**src/include/tsrb_pkg.sv**
```systemverilog
/*
 * Package of the touch status register bank: register offsets, settings word field
 * positions, reset values, update-rate counts and the structs carried on the ports.
 * Assumes a single core clock domain and byte-wide host access by word address.
 */
package tsrb_pkg;

   // Word addresses of the status and result map
   localparam logic [7:0] ADDR_PROX_DIR   = 8'h04;
   localparam logic [7:0] ADDR_TOUCH_DEEP = 8'h05;
   localparam logic [7:0] ADDR_REF_USAGE  = 8'h06;
   localparam logic [7:0] ADDR_RSVD_STATE = 8'h07;
   localparam logic [7:0] ADDR_CNT_FIRST  = 8'h08;
   localparam logic [7:0] ADDR_CNT_LAST   = 8'h17;
   localparam logic [7:0] ADDR_DLT_FIRST  = 8'h18;
   localparam logic [7:0] ADDR_DLT_LAST   = 8'h1f;
   localparam logic [7:0] ADDR_REFD_FIRST = 8'h20;
   localparam logic [7:0] ADDR_REFD_LAST  = 8'h27;
   localparam logic [7:0] ADDR_SLIDER     = 8'h30;
   localparam logic [7:0] ADDR_SETTINGS   = 8'h80;

   // Settings word fields, low byte
   localparam int SET_ULP_RATE_LSB   = 0;
   localparam int SET_PWR_SEL_LSB    = 3;
   localparam int SET_AUTO_PWR_BIT   = 5;
   localparam int SET_ULP_EN_BIT     = 6;
   localparam int SET_OSC_BIT        = 7;
   // Settings word fields, high byte
   localparam int SET_ACK_RESET_BIT  = 8;
   localparam int SET_SOFT_RESET_BIT = 9;
   localparam int SET_REDO_ATI_BIT   = 10;
   localparam int SET_COMMS_ATI_BIT  = 11;
   localparam int SET_SLIDER_STR_BIT = 12;
   localparam int SET_EVENT_MODE_BIT = 13;
   localparam int SET_COMMS_NP_BIT   = 14;
   localparam int SET_SLIDER_UI_BIT  = 15;

   // Command bits never store; they read back as zero
   localparam logic [15:0] SET_CMD_MASK  = 16'h0700;

   // Reset values
   localparam logic [15:0] SETTINGS_RST  = 16'h0000;
   localparam logic [7:0]  STATE_RST     = 8'h00;
   localparam logic [15:0] WORD_RST      = 16'h0000;
   localparam logic [7:0]  ULP_CNT_RST   = 8'h00;

   // Wake-channel samples between full updates, per rate code
   localparam logic [7:0] ULP_N_000 = 8'd2;
   localparam logic [7:0] ULP_N_001 = 8'd4;
   localparam logic [7:0] ULP_N_010 = 8'd8;
   localparam logic [7:0] ULP_N_011 = 8'd16;
   localparam logic [7:0] ULP_N_100 = 8'd32;
   localparam logic [7:0] ULP_N_101 = 8'd64;
   localparam logic [7:0] ULP_N_110 = 8'd128;
   localparam logic [7:0] ULP_N_111 = 8'd255;

   // Host byte access as handed over by the serial engine
   typedef struct packed {
      logic       rd;       // Read strobe, one cycle
      logic       wr;       // Write strobe, one cycle
      logic [7:0] addr;     // Word address
      logic       byte_sel; // Item offset: 0 low byte, 1 high byte
      logic [7:0] wdata;    // Write byte
   } tsrb_host_req_t;

   // One channel result from the sensing engine
   typedef struct packed {
      logic        valid;     // One-cycle strobe
      logic [2:0]  chan;      // Channel index
      logic [15:0] count;     // Filtered count
      logic [15:0] baseline;  // Slow baseline
      logic [15:0] ref_delta; // Weighted reference shift, signed
   } tsrb_sample_t;

   // Ready-window sequencer
   typedef enum logic [1:0] {
      TSRB_WIN_IDLE = 2'b01,
      TSRB_WIN_OPEN = 2'b10
   } tsrb_win_state_t;

   // Update-rate code to sample count
   function automatic logic [7:0] ulp_period(input logic [2:0] code);
      logic [7:0] n;
      case (code)
         3'h0:    n = ULP_N_000;
         3'h1:    n = ULP_N_001;
         3'h2:    n = ULP_N_010;
         3'h3:    n = ULP_N_011;
         3'h4:    n = ULP_N_100;
         3'h5:    n = ULP_N_101;
         3'h6:    n = ULP_N_110;
         default: n = ULP_N_111;
      endcase
      return n;
   endfunction : ulp_period

endpackage : tsrb_pkg

```
**src/core/tsrb_bank.sv**
```systemverilog
/*
 * Status and result register bank of an eight-channel proximity and touch controller:
 * channel state words, counts, baselines, deltas, slider coordinates and the
 * power and system settings word with its command bits.
 * Assumes the serial engine hands over byte accesses by word address, and the
 * sensing engine delivers events and results as one-cycle strobes on core_clk.
 */
`timescale 1ns/1ps
module tsrb_bank (
   input  wire logic                    core_clk,        // Core clock, 200 MHz
   input  wire logic                    reset,           // Synchronous reset, active high
   input  wire tsrb_pkg::tsrb_host_req_t host_req,       // Host byte access
   output logic      [7:0]              rd_data_q,       // Read byte
   output logic                         rd_valid_q,      // Read byte valid, one cycle
   input  wire logic                    prox_evt,        // Proximity event strobe
   input  wire logic [7:0]              prox_state,      // Proximity state per channel
   input  wire logic [7:0]              dir_cross,       // Threshold crossing per channel
   input  wire logic [7:0]              dir_above,       // Count above baseline per channel
   input  wire logic                    touch_evt,       // Touch event strobe
   input  wire logic [7:0]              touch_state,     // Touch state per channel
   input  wire logic                    deep_evt,        // Deep touch event strobe
   input  wire logic [7:0]              deep_state,      // Deep touch state per channel
   input  wire logic                    ref_evt,         // Reference channel event strobe
   input  wire logic [7:0]              ref_usage,       // Reference channels in use
   input  wire tsrb_pkg::tsrb_sample_t   sample,          // Channel result strobe
   input  wire logic [1:0][7:0]         slider_members,  // Channels of each slider
   input  wire logic                    coord_valid,     // Coordinates computed strobe
   input  wire logic [1:0][7:0]         coord,           // Computed coordinates
   input  wire logic                    wake_sample,     // Wake channel sampled strobe
   input  wire logic                    in_deepest_power,// Deepest power state active
   input  wire logic                    sample_done,     // Sampling cycle finished strobe
   input  wire logic                    unmasked_evt,    // Unmasked event this cycle
   input  wire logic                    comms_done,      // Host ended the window
   output logic      [15:0]             settings_q,      // Stored settings word
   output logic                         slider_stream_q, // Stream slider detail
   output logic                         full_update_q,   // Update all channels, one cycle
   output logic                         rdy_window_q,    // Ready window open, level
   output logic                         restart_flag_q,  // Restart indicator
   output logic                         redo_ati_q,      // Retune command, one cycle
   output logic                         soft_reset_q     // Soft reset command, one cycle
);

   // Channel result stores
   logic [15:0] count_mem [8];
   logic [15:0] base_mem  [8];
   logic [15:0] delta_mem [8];
   logic [15:0] refd_mem  [8];

   // State bytes
   logic [7:0]  prox_q;
   logic [7:0]  dir_q;
   logic [7:0]  touch_q;
   logic [7:0]  deep_q;
   logic [7:0]  refuse_q;

   // Slider, update-rate and ready-window state
   logic [1:0][7:0]  slider_q;
   logic [1:0]       slider_touched;
   logic [7:0]       ulp_cnt_q;
   logic [7:0]       ulp_n;
   tsrb_pkg::tsrb_win_state_t win_q;

   // Decode helpers
   logic        wr_set;
   logic        ack_wr;
   logic [15:0] rd_word;
   logic [7:0]  cnt_idx;

   // Proximity byte, refreshed whole on every proximity event
   tsrb_state_byte #(
      .W        (8)
   ) u_prox (
      .core_clk (core_clk),
      .reset    (reset),
      .load_en  ({8{prox_evt}}),
      .load_val (prox_state),
      .state_q  (prox_q)
   );

   // Direction bits move only on their own channel's crossing
   tsrb_state_byte #(
      .W        (8)
   ) u_dir (
      .core_clk (core_clk),
      .reset    (reset),
      .load_en  (dir_cross),
      .load_val (dir_above),
      .state_q  (dir_q)
   );

   // Touch byte
   tsrb_state_byte #(
      .W        (8)
   ) u_touch (
      .core_clk (core_clk),
      .reset    (reset),
      .load_en  ({8{touch_evt}}),
      .load_val (touch_state),
      .state_q  (touch_q)
   );

   // Deep touch byte
   tsrb_state_byte #(
      .W        (8)
   ) u_deep (
      .core_clk (core_clk),
      .reset    (reset),
      .load_en  ({8{deep_evt}}),
      .load_val (deep_state),
      .state_q  (deep_q)
   );

   // Reference usage byte
   tsrb_state_byte #(
      .W        (8)
   ) u_refuse (
      .core_clk (core_clk),
      .reset    (reset),
      .load_en  ({8{ref_evt}}),
      .load_val (ref_usage),
      .state_q  (refuse_q)
   );

   // Channel results; delta formed here so it always matches the stored pair
   always_ff @(posedge core_clk) begin
      if (reset) begin
         for (int i = 0; i < 8; i++) begin
            count_mem[i] <= tsrb_pkg::WORD_RST;
            base_mem[i]  <= tsrb_pkg::WORD_RST;
            delta_mem[i] <= tsrb_pkg::WORD_RST;
            refd_mem[i]  <= tsrb_pkg::WORD_RST;
         end
      end else if (sample.valid) begin
         count_mem[sample.chan] <= sample.count;
         base_mem[sample.chan]  <= sample.baseline;
         delta_mem[sample.chan] <= sample.baseline - sample.count;
         refd_mem[sample.chan]  <= sample.ref_delta;
      end
   end

   // A slider counts as touched when any of its channels is in touch
   always_comb begin
      for (int s = 0; s < 2; s++) begin
         slider_touched[s] = |(touch_q & slider_members[s]);
      end
   end

   // Coordinates follow the finger and freeze on release
   always_ff @(posedge core_clk) begin
      if (reset) begin
         slider_q <= '0;
      end else begin
         for (int s = 0; s < 2; s++) begin
            if (coord_valid && slider_touched[s]) begin
               slider_q[s] <= coord[s];
            end
         end
      end
   end
   // Only reset clears it, so the last coordinate holds until the next touched update or reset

   // Settings writes: only the settings word is writable
   assign wr_set = host_req.wr && (host_req.addr == tsrb_pkg::ADDR_SETTINGS);
   assign ack_wr = wr_set && host_req.byte_sel
                   && host_req.wdata[tsrb_pkg::SET_ACK_RESET_BIT - 8];

   // Settings word; command bits never stored, soft reset restores defaults
   always_ff @(posedge core_clk) begin
      if (reset || soft_reset_q) begin
         settings_q <= tsrb_pkg::SETTINGS_RST;
      end else if (wr_set) begin
         if (host_req.byte_sel) begin
            settings_q[15:8] <= host_req.wdata & ~tsrb_pkg::SET_CMD_MASK[15:8];
         end else begin
            settings_q[7:0]  <= host_req.wdata;
         end
      end
   end

   // Command pulses last one cycle
   always_ff @(posedge core_clk) begin
      if (reset) begin
         redo_ati_q   <= 1'b0;
         soft_reset_q <= 1'b0;
      end else begin
         redo_ati_q   <= wr_set && host_req.byte_sel
                         && host_req.wdata[tsrb_pkg::SET_REDO_ATI_BIT - 8];
         soft_reset_q <= wr_set && host_req.byte_sel
                         && host_req.wdata[tsrb_pkg::SET_SOFT_RESET_BIT - 8];
      end
   end

   // Restart indicator: set by any reset, cleared by the acknowledge;
   // a soft reset in the same cycle as an acknowledge wins
   always_ff @(posedge core_clk) begin
      if (reset) begin
         restart_flag_q <= 1'b1;
      end else if (soft_reset_q) begin
         restart_flag_q <= 1'b1;
      end else if (ack_wr) begin
         restart_flag_q <= 1'b0;
      end
   end

   // Slider streaming follows its settings bit
   always_ff @(posedge core_clk) begin
      if (reset) begin
         slider_stream_q <= 1'b0;
      end else begin
         slider_stream_q <= settings_q[tsrb_pkg::SET_SLIDER_STR_BIT];
      end
   end

   // Full update every n wake samples; count restarts outside deepest power
   assign ulp_n = tsrb_pkg::ulp_period(
                     settings_q[tsrb_pkg::SET_ULP_RATE_LSB +: 3]);

   always_ff @(posedge core_clk) begin
      if (reset || !in_deepest_power) begin
         ulp_cnt_q     <= tsrb_pkg::ULP_CNT_RST;
         full_update_q <= 1'b0;
      end else if (wake_sample) begin
         if (ulp_cnt_q + 8'h01 >= ulp_n) begin
            ulp_cnt_q     <= tsrb_pkg::ULP_CNT_RST;
            full_update_q <= 1'b1;
         end else begin
            ulp_cnt_q     <= ulp_cnt_q + 8'h01;
            full_update_q <= 1'b0;
         end
      end else begin
         full_update_q <= 1'b0;
      end
   end

   // Ready window: streaming opens after each sample that ends while it is closed, event mode only on events.
   // The window stays open until the host ends it; samples ending while it is open open no further window.
   always_ff @(posedge core_clk) begin
      if (reset) begin
         win_q        <= tsrb_pkg::TSRB_WIN_IDLE;
         rdy_window_q <= 1'b0;
      end else begin
         case (win_q)
            tsrb_pkg::TSRB_WIN_IDLE: begin
               if (sample_done && (!settings_q[tsrb_pkg::SET_EVENT_MODE_BIT]
                                   || unmasked_evt)) begin
                  win_q        <= tsrb_pkg::TSRB_WIN_OPEN;
                  rdy_window_q <= 1'b1;
               end
            end
            tsrb_pkg::TSRB_WIN_OPEN: begin
               if (comms_done) begin
                  win_q        <= tsrb_pkg::TSRB_WIN_IDLE;
                  rdy_window_q <= 1'b0;
               end
            end
            default: begin
               win_q        <= tsrb_pkg::TSRB_WIN_IDLE;
               rdy_window_q <= 1'b0;
            end
         endcase
      end
   end

   // Word select for reads; unmapped and reserved addresses give zero
   assign cnt_idx = host_req.addr - tsrb_pkg::ADDR_CNT_FIRST;

   always_comb begin
      rd_word = tsrb_pkg::WORD_RST;
      if (host_req.addr == tsrb_pkg::ADDR_PROX_DIR) begin
         rd_word = {dir_q, prox_q};
      end else if (host_req.addr == tsrb_pkg::ADDR_TOUCH_DEEP) begin
         rd_word = {deep_q, touch_q};
      end else if (host_req.addr == tsrb_pkg::ADDR_REF_USAGE) begin
         rd_word = {8'h00, refuse_q};
      end else if (host_req.addr >= tsrb_pkg::ADDR_CNT_FIRST
                   && host_req.addr <= tsrb_pkg::ADDR_CNT_LAST) begin
         // Even address is the count, odd the baseline of the same channel
         rd_word = cnt_idx[0] ? base_mem[cnt_idx[3:1]] : count_mem[cnt_idx[3:1]];
      end else if (host_req.addr >= tsrb_pkg::ADDR_DLT_FIRST
                   && host_req.addr <= tsrb_pkg::ADDR_DLT_LAST) begin
         rd_word = delta_mem[host_req.addr[2:0]];
      end else if (host_req.addr >= tsrb_pkg::ADDR_REFD_FIRST
                   && host_req.addr <= tsrb_pkg::ADDR_REFD_LAST) begin
         rd_word = refd_mem[host_req.addr[2:0]];
      end else if (host_req.addr == tsrb_pkg::ADDR_SLIDER) begin
         rd_word = {slider_q[1], slider_q[0]};
      end else if (host_req.addr == tsrb_pkg::ADDR_SETTINGS) begin
         rd_word = settings_q;
      end
   end

   // Byte lane select and registered read answer
   always_ff @(posedge core_clk) begin
      if (reset) begin
         rd_data_q  <= tsrb_pkg::STATE_RST;
         rd_valid_q <= 1'b0;
      end else begin
         rd_valid_q <= host_req.rd;
         if (host_req.rd) begin
            rd_data_q <= host_req.byte_sel ? rd_word[15:8] : rd_word[7:0];
         end
      end
   end

endmodule : tsrb_bank

```
**src/core/tsrb_state_byte.sv**
```systemverilog
/*
 * Per-bit loadable state byte: each bit takes its new value only when its own
 * load enable is high, otherwise it holds.
 * Assumes load enables and values come from logic on the same clock.
 */
`timescale 1ns/1ps
module tsrb_state_byte #(
   parameter int W = 8
) (
   input  wire logic         core_clk, // Core clock
   input  wire logic         reset,    // Synchronous reset, active high
   input  wire logic [W-1:0] load_en,  // Per-bit load enable
   input  wire logic [W-1:0] load_val, // Per-bit new value
   output logic      [W-1:0] state_q   // Held state
);

   // Bitwise merge so one event can refresh some bits and leave the rest
   always_ff @(posedge core_clk) begin
      if (reset) begin
         state_q <= W'(tsrb_pkg::STATE_RST);
      end else begin
         state_q <= (load_en & load_val) | (~load_en & state_q);
      end
   end

endmodule : tsrb_state_byte

```
**config.mk**
```make
export PLATFORM = sky130hd
export DESIGN_NAME = tsrb_bank
export DESIGN_NICKNAME = d
export VERILOG_FILES = /design/src/include/tsrb_pkg.sv /design/src/core/tsrb_bank.sv /design/src/core/tsrb_state_byte.sv
export SDC_FILE = /design/constraint.sdc
export NUM_CORES = 1
export LEC_CHECK = 0
export ABC_CLOCK_PERIOD_IN_PS = 3700
export BUFFER_PORTS_ARGS = -buffer_cell sky130_fd_sc_hd__buf_2
export CAP_MARGIN = 20
export CORE_ASPECT_RATIO = 1.75
export CORE_UTILIZATION = 35
export CTS_CLUSTER_DIAMETER = 60
export DETAILED_ROUTE_END_ITERATION = 12
export GPL_ROUTABILITY_DRIVEN = 1
export PLACE_DENSITY_LB_ADDON = 0.1
export SLEW_MARGIN = 10
export SYNTH_ARGS = -nofsm -noshare
export SYNTH_HDL_FRONTEND = slang
export SYNTH_SLANG_ARGS = --single-unit
export TNS_END_PERCENT = 5
```
**constraint.sdc**
```tcl
create_clock -name core_clk -period 3.7 [get_ports core_clk]
set_clock_uncertainty 0.2 [all_clocks]
set_input_delay 0.185 -clock core_clk [delete_from_list [all_inputs] [get_ports core_clk]]
set_output_delay 0.185 -clock core_clk [all_outputs]
set_load 0.005 [all_outputs]
```
Word level (Yosys, flattened, before mapping)
Memories as Yosys holds them, arrays and structs flattened. Index checks and enable logic that the tools add are counted. Widths: inputs -> output; s select.

Memory bits (read-only): 0. Logic and storage cells: 136. Latch bits: 0. Memories kept: 4. Flip-flop bits (word level): 94. Bits of input ports: 163. Memory bits (writable): 512.

Bitwise logic cells: 24. Reductions and logical operators: 28. $mul: 0. Equal/unequal tests: 15. $add $sub $neg: 3. Divide/modulo/power cells: 0. Magnitude comparators: 7. Multiplexer cells: 36. Shifts and indexed selects: 0.

Memory list: base_mem (words 8, bits a word 16, rd ports 1, clocked after memory_dff 0, wr ports 8, RTL line tsrb_bank.sv:45) `logic [15:0] base_mem [8];`; count_mem (words 8, bits a word 16, rd ports 1, clocked after memory_dff 0, wr ports 8, RTL line tsrb_bank.sv:44) `logic [15:0] count_mem [8];`; delta_mem (words 8, bits a word 16, rd ports 1, clocked after memory_dff 0, wr ports 8, RTL line tsrb_bank.sv:46) `logic [15:0] delta_mem [8];`; refd_mem (words 8, bits a word 16, rd ports 1, clocked after memory_dff 0, wr ports 8, RTL line tsrb_bank.sv:47) `logic [15:0] refd_mem [8];`.

Operator list (number): $mux 16 (13); $and 8x8->8 (12); $reduce_or 16->1 (4); $pmux 8 s7 (1); $not 8->8 (5); $or 8x8->8 (5); $eq 8x3->1 const B (3); $le 8x5->1 const B (2); $mux 8 (2); $reduce_or 8->1 (2); $sub 16x16->16 (1); $mux 1 (12); $mux 3 (4); $logic_and 1x1->1 (11); $eq 3x3->1 const B (3); $add 8x1->8 const B (1); $eq 8x6->1 const B (1); $eq 8x8->1 const B (1); $ge 8x4->1 const B (1); $ge 8x5->1 const B (1); $ge 8x6->1 const B (1); $ge 8x8->1 (1); $le 8x6->1 const B (1); $eq 3x2->1 const B (2); other kinds (14) (23).

Longest topological paths before layout
Word-level depth: 10. Gate-level depth with buffers: 13. Gate-level depth less buffers: 12.

Modules after synthesis
A second synthesis with hierarchy kept.

Cells, all modules: 1984. Area total of the unflattened synthesis: 27575.2 µm².

By module, submodules not included: tsrb_bank (area each 26167.6 µm², instances 1, cells an instance 1859); tsrb_state_byte (area each 281.5 µm², instances 5, cells an instance 25).

Worst setup path after synthesis
No wires, ideal clock.

Path type: input -> register. Start: input port sample[48] in the netlist's numbering. End: memory base_mem[6][0], enable pin. Required time: 3.067 ns. Stages: 4. Path slack: 0.676 ns. Arrival: 2.391 ns. Buffers on the path: 1. Cell sequence: nor3b_1 clkbuf_1 nand3_1 nand2b_1.

RTL lines: start: declaration (RTL line tsrb_bank.sv:25) `input wire tsrb_pkg::tsrb_sample_t sample,`; end: declaration (RTL line tsrb_bank.sv:45).

Worst setup path in the final report
Start: register ulp_cnt_q[2]. End: register ulp_cnt_q[3].

Longest elaborated chain between the ends: 3.

RTL lines: start: declaration (RTL line tsrb_bank.sv:59) `logic [7:0] ulp_cnt_q;`; start signal: assignment (RTL line tsrb_bank.sv:220) `ulp_cnt_q <= tsrb_pkg::ULP_CNT_RST;`; start signal: assignment (RTL line tsrb_bank.sv:224) `ulp_cnt_q <= tsrb_pkg::ULP_CNT_RST;`; start signal: assignment (RTL line tsrb_bank.sv:227) `ulp_cnt_q <= ulp_cnt_q + 8'h01;`; $add 8x1->8 (*) (RTL line tsrb_bank.sv:223, tsrb_bank.sv:227); $ge 8x8->1 (RTL line tsrb_bank.sv:223) `if (ulp_cnt_q + 8'h01 >= ulp_n) begin`; $mux 8 (*) (RTL line tsrb_bank.sv:223).

Every way passes the cells marked *; elsewhere a longest branch is shown, timed or not. A chain may end at the register's enable or synchronous reset.

==> results.md <==
* Slew Limit Fails at 0
* Root cell of the clock tree: clkbuf_16
* Top Ports at about 190
* Async SR Flop Fraction at 0%
* Reg-to-Reg Start: ulp_cnt_q[2]
* Pwr Density at 471 mW/mm^2
* CP Capture Type: flop
* Clk pin slew, worst setup/hold paths at around 0.06 ns
* CTS HTree Levels at 2
* Critical Path RT at slightly above 4 ns
* Area growth from synthesis to layout at 21.9%
* GRT overflow at 0
* CP Max Fanout at 8
* Synth warn at 0
* Clock share of power at 39.1%
* Top cells by count, synth: 512 x edfxtp_1, 331 x nor2_1, 200 x and3_1
* Worst hold-check path type: in -> reg
* Tcrit/Tclk final at between 80% and 90%
* Routed vias/inst at about 5.4
* Combinational Power Share at 11.4%
* Cells after DPL at about 3,200
* Largest area contributor in the netlist: edfxtp_1
* Lkg Pwr at about 13 nW
* Critical path arrival at between 3 and 4 ns
* DIE HEIGHT at between 300 and 400 um
* Clock latency on the worst-skew pair at 0.64 ns
* Largest net degree at the start of global routing at 98
* Worst setup margin at between 0.5 and 0.6 ns
* Vias in the first global route at about 20,000
* Register area at between 0.015 and 0.02 mm^2
* WS Path Type: reg -> reg
* R2r setup slk at 0.53 ns
* Worst Tran Pin Value at ~1.1 ns
* Register area share after synthesis at 62.0%
* Final RePlAce weighted congestion at 0.863
* Drt initial violations at ~1,500
* End of the worst register-to-register path: ulp_cnt_q[3]
* Slew Limit Headroom at 27.7%
* Non-filler cells, final at 3,512
* CTS buffer count at 58
* Synth Flop Type: edfxtp_1
* Setup TNS at 0 ns
* DR DRC count at 0
* Sink Count at a little over 600
* Fin. Hold Viols at 0
* Post-Place Setup Slack at around 0.53 ns
* RSZ-0062 raised after global routing: false
* Fillers at 7,293
* Mapped cell area at 0.0278 mm^2
* CTS tree: yes
* Pwr Total at approximately 16 mW
* Initial core utilization at between 30% and 40%
* Critical path startpoint: ulp_cnt_q[2]
* Startpoint types: flop
* All-Layer GR Usage at 24.0%
* Num rows at 136
* Die W at 215 um
* Routed Antenna Nets at 0
* Nets at around 2,600
* Wire per inst at 27.6 um
* Number of synthesized flops with an enable pin at 512
* Detailed placement HPWL at between 60,000 and 70,000 um
* Tmin final at 3.17 ns
* Switching Share at 24.5%
* Buffers added on ports at 190
* Library cells used by synthesis at between 70 and 80
* Placed cell areas at slightly above 0.03 mm^2
* Cells after synthesis at about 2,100
* Share of power burned in registers at approximately 50%
* Die ar. at 0.0807 mm^2
* Layout cells sized above 1 at between 20% and 30%
* Seq cells post-synth at just over 600
* Vias at around 19,000
* CP endpoint: ulp_cnt_q[3]
* Synth Area per Inst at approximately 13 um^2
* Net switching power at 3.92 mW
* Antenna violations before repair at 7
* Final Util at a little over two fifths
* Synth top area cells: edfxtp_1 55%, mux4_2 10%, dfxtp_1 6.7%, and3_1 4.5%, nor2_1 4.5%
* First-pass GRT wire length at 140,000 um
* WL final at 97,000 um
* Design Area, Final at between 0.03 and 0.04 mm^2
* Most numerous cell in the Yosys netlist: edfxtp_1
* Fmax at between 0.3 and 0.4 GHz
* Peak VDD IR at just over 0.4 mV
* Top cell type's share of synthesized area at between 50% and 60%
* Max-cap violations at 0
* Core area at 0.0786 mm^2
* Worst Reg-to-Reg Cells at 12
* Clock Path Buffers at 3
* First-pass DRT Iterations at 5
* Post-CTS Setup Bufs at 0
* Internal Power at 12.1 mW
* Hold Slack at ~0.054 ns
* Area of the multi-input gates at 0.00984 mm^2
* Final Setup Violations at 0
* Status: finished clean
## how the worst min path moves through the flow
| stage | start | end | slack (ns) | depth (start not counted) |
|---|---|---|---|---|
| 6_report | sample[51] | base_mem[3][3] | 0.05 | 3 |
| 5_1_grt | sample[51] | base_mem[3][3] | 0.05 | 3 |
| 4_1_cts | sample[51] | base_mem[3][3] | 0.02 | 3 |
| 3_3_place_gp | touch_state[0] | flop | 0.22 | 3 |
| 2_1_floorplan | host_req[0] | settings_q[0] | 0.13 | 2 |
| 3_5_place_dp | dir_above[0] | flop | 0.22 | 3 |
## logic make-up (layout without fill, tap and decap cells)
logic type	count (synthesis)	count (layout)	synth area share [%]
mux	208	208	13.3
flops	605	605	62.0
other cells	1	10	0.0135
simple gates	797	797	14.3
compound gates	231	231	5.70
buf+inv	195	584	3.05
fa+ha+maj	25	25	1.15
xor+xnor	17	17	0.535
## metal layers
metal  wire, um  track usage (%)  vias up
li1           -                -     8508
met1      36500             27.1     9761
met2      51700             45.0      602
met3       4360             3.13      140
met4       4420             10.3        2
met5          8                0        -
## timing repair
| action | 4_1_cts | 5_1_grt |
|---|---|---|
| hold buffers | 171 | 0 |
| gates resized for setup | 0 | 0 |
| hold endpoints to repair | 476 | 0 |
## cell usage in the layout, fill, tap and decap left out, types with 14 or more instances in the layout
cell,netlist,layout
o21ai_0,37,37
a21oi_1,55,55
mux2i_1,76,76
buf_2,22,186
dlygate4sd3_1,0,171
and3_1,200,200
buf_4,14,65
ha_1,24,24
a221oi_1,14,14
nor2_1,331,330
clkinv_2,0,14
nand3_1,18,16
inv_1,23,23
clkinv_1,16,24
clkbuf_16,0,63
nand2_1,77,77
and2_1,66,66
a22oi_1,18,18
nor3_1,29,29
mux4_2,128,128
edfxtp_1,512,512
dfxtp_1,93,93
## power groups by stage
stage | combinational, mW | sequential, mW | clock (mW)
6_report | 1.82 | 7.91 | 6.24
5_1_grt | 1.92 | 7.95 | 6.60
4_1_cts | 1.84 | 7.92 | 6.37
3_5_place_dp | 1.68 | 8.07 | 0
3_3_place_gp | 1.67 | 8.04 | 0
2_1_floorplan | 0.911 | 8.03 | 0
## area by class of cell
type,instances,area share (%)
Timing Repair Buffer,436,10.0
Multi-Input combinational cell,1281,29.0
Sequential cell,605,50.8
Tap cell,1035,3.82
Antenna cell,7,0.0517
Clock inverter,34,0.982
Inverter,39,0.432
Clock buffer,75,4.83
## critical path, cell delays in order, from the launching register on
cell and delay, ns:
dfxtp_1 0.40, nand3_1 0.19, inv_1 0.09, nand3_1 0.17, xnor2_1 0.18, ha_1 0.31, a2111oi_0 0.52, nand2_1 0.10
o22ai_1 0.34, buf_4 0.23, nand2_1 0.09, nor3_1 0.16, o21a_1 0.13
## flip-flops by register name, indices dropped and copies added, names as in the netlist, 8 cells and up, named ones only
signal	cells
base_mem	128
count_mem	128
delta_mem	128
refd_mem	128
slider_q	16
settings_q	13
rd_data_q	8
ulp_cnt_q	8
Note: power is estimated with default switching activity, not from simulation.
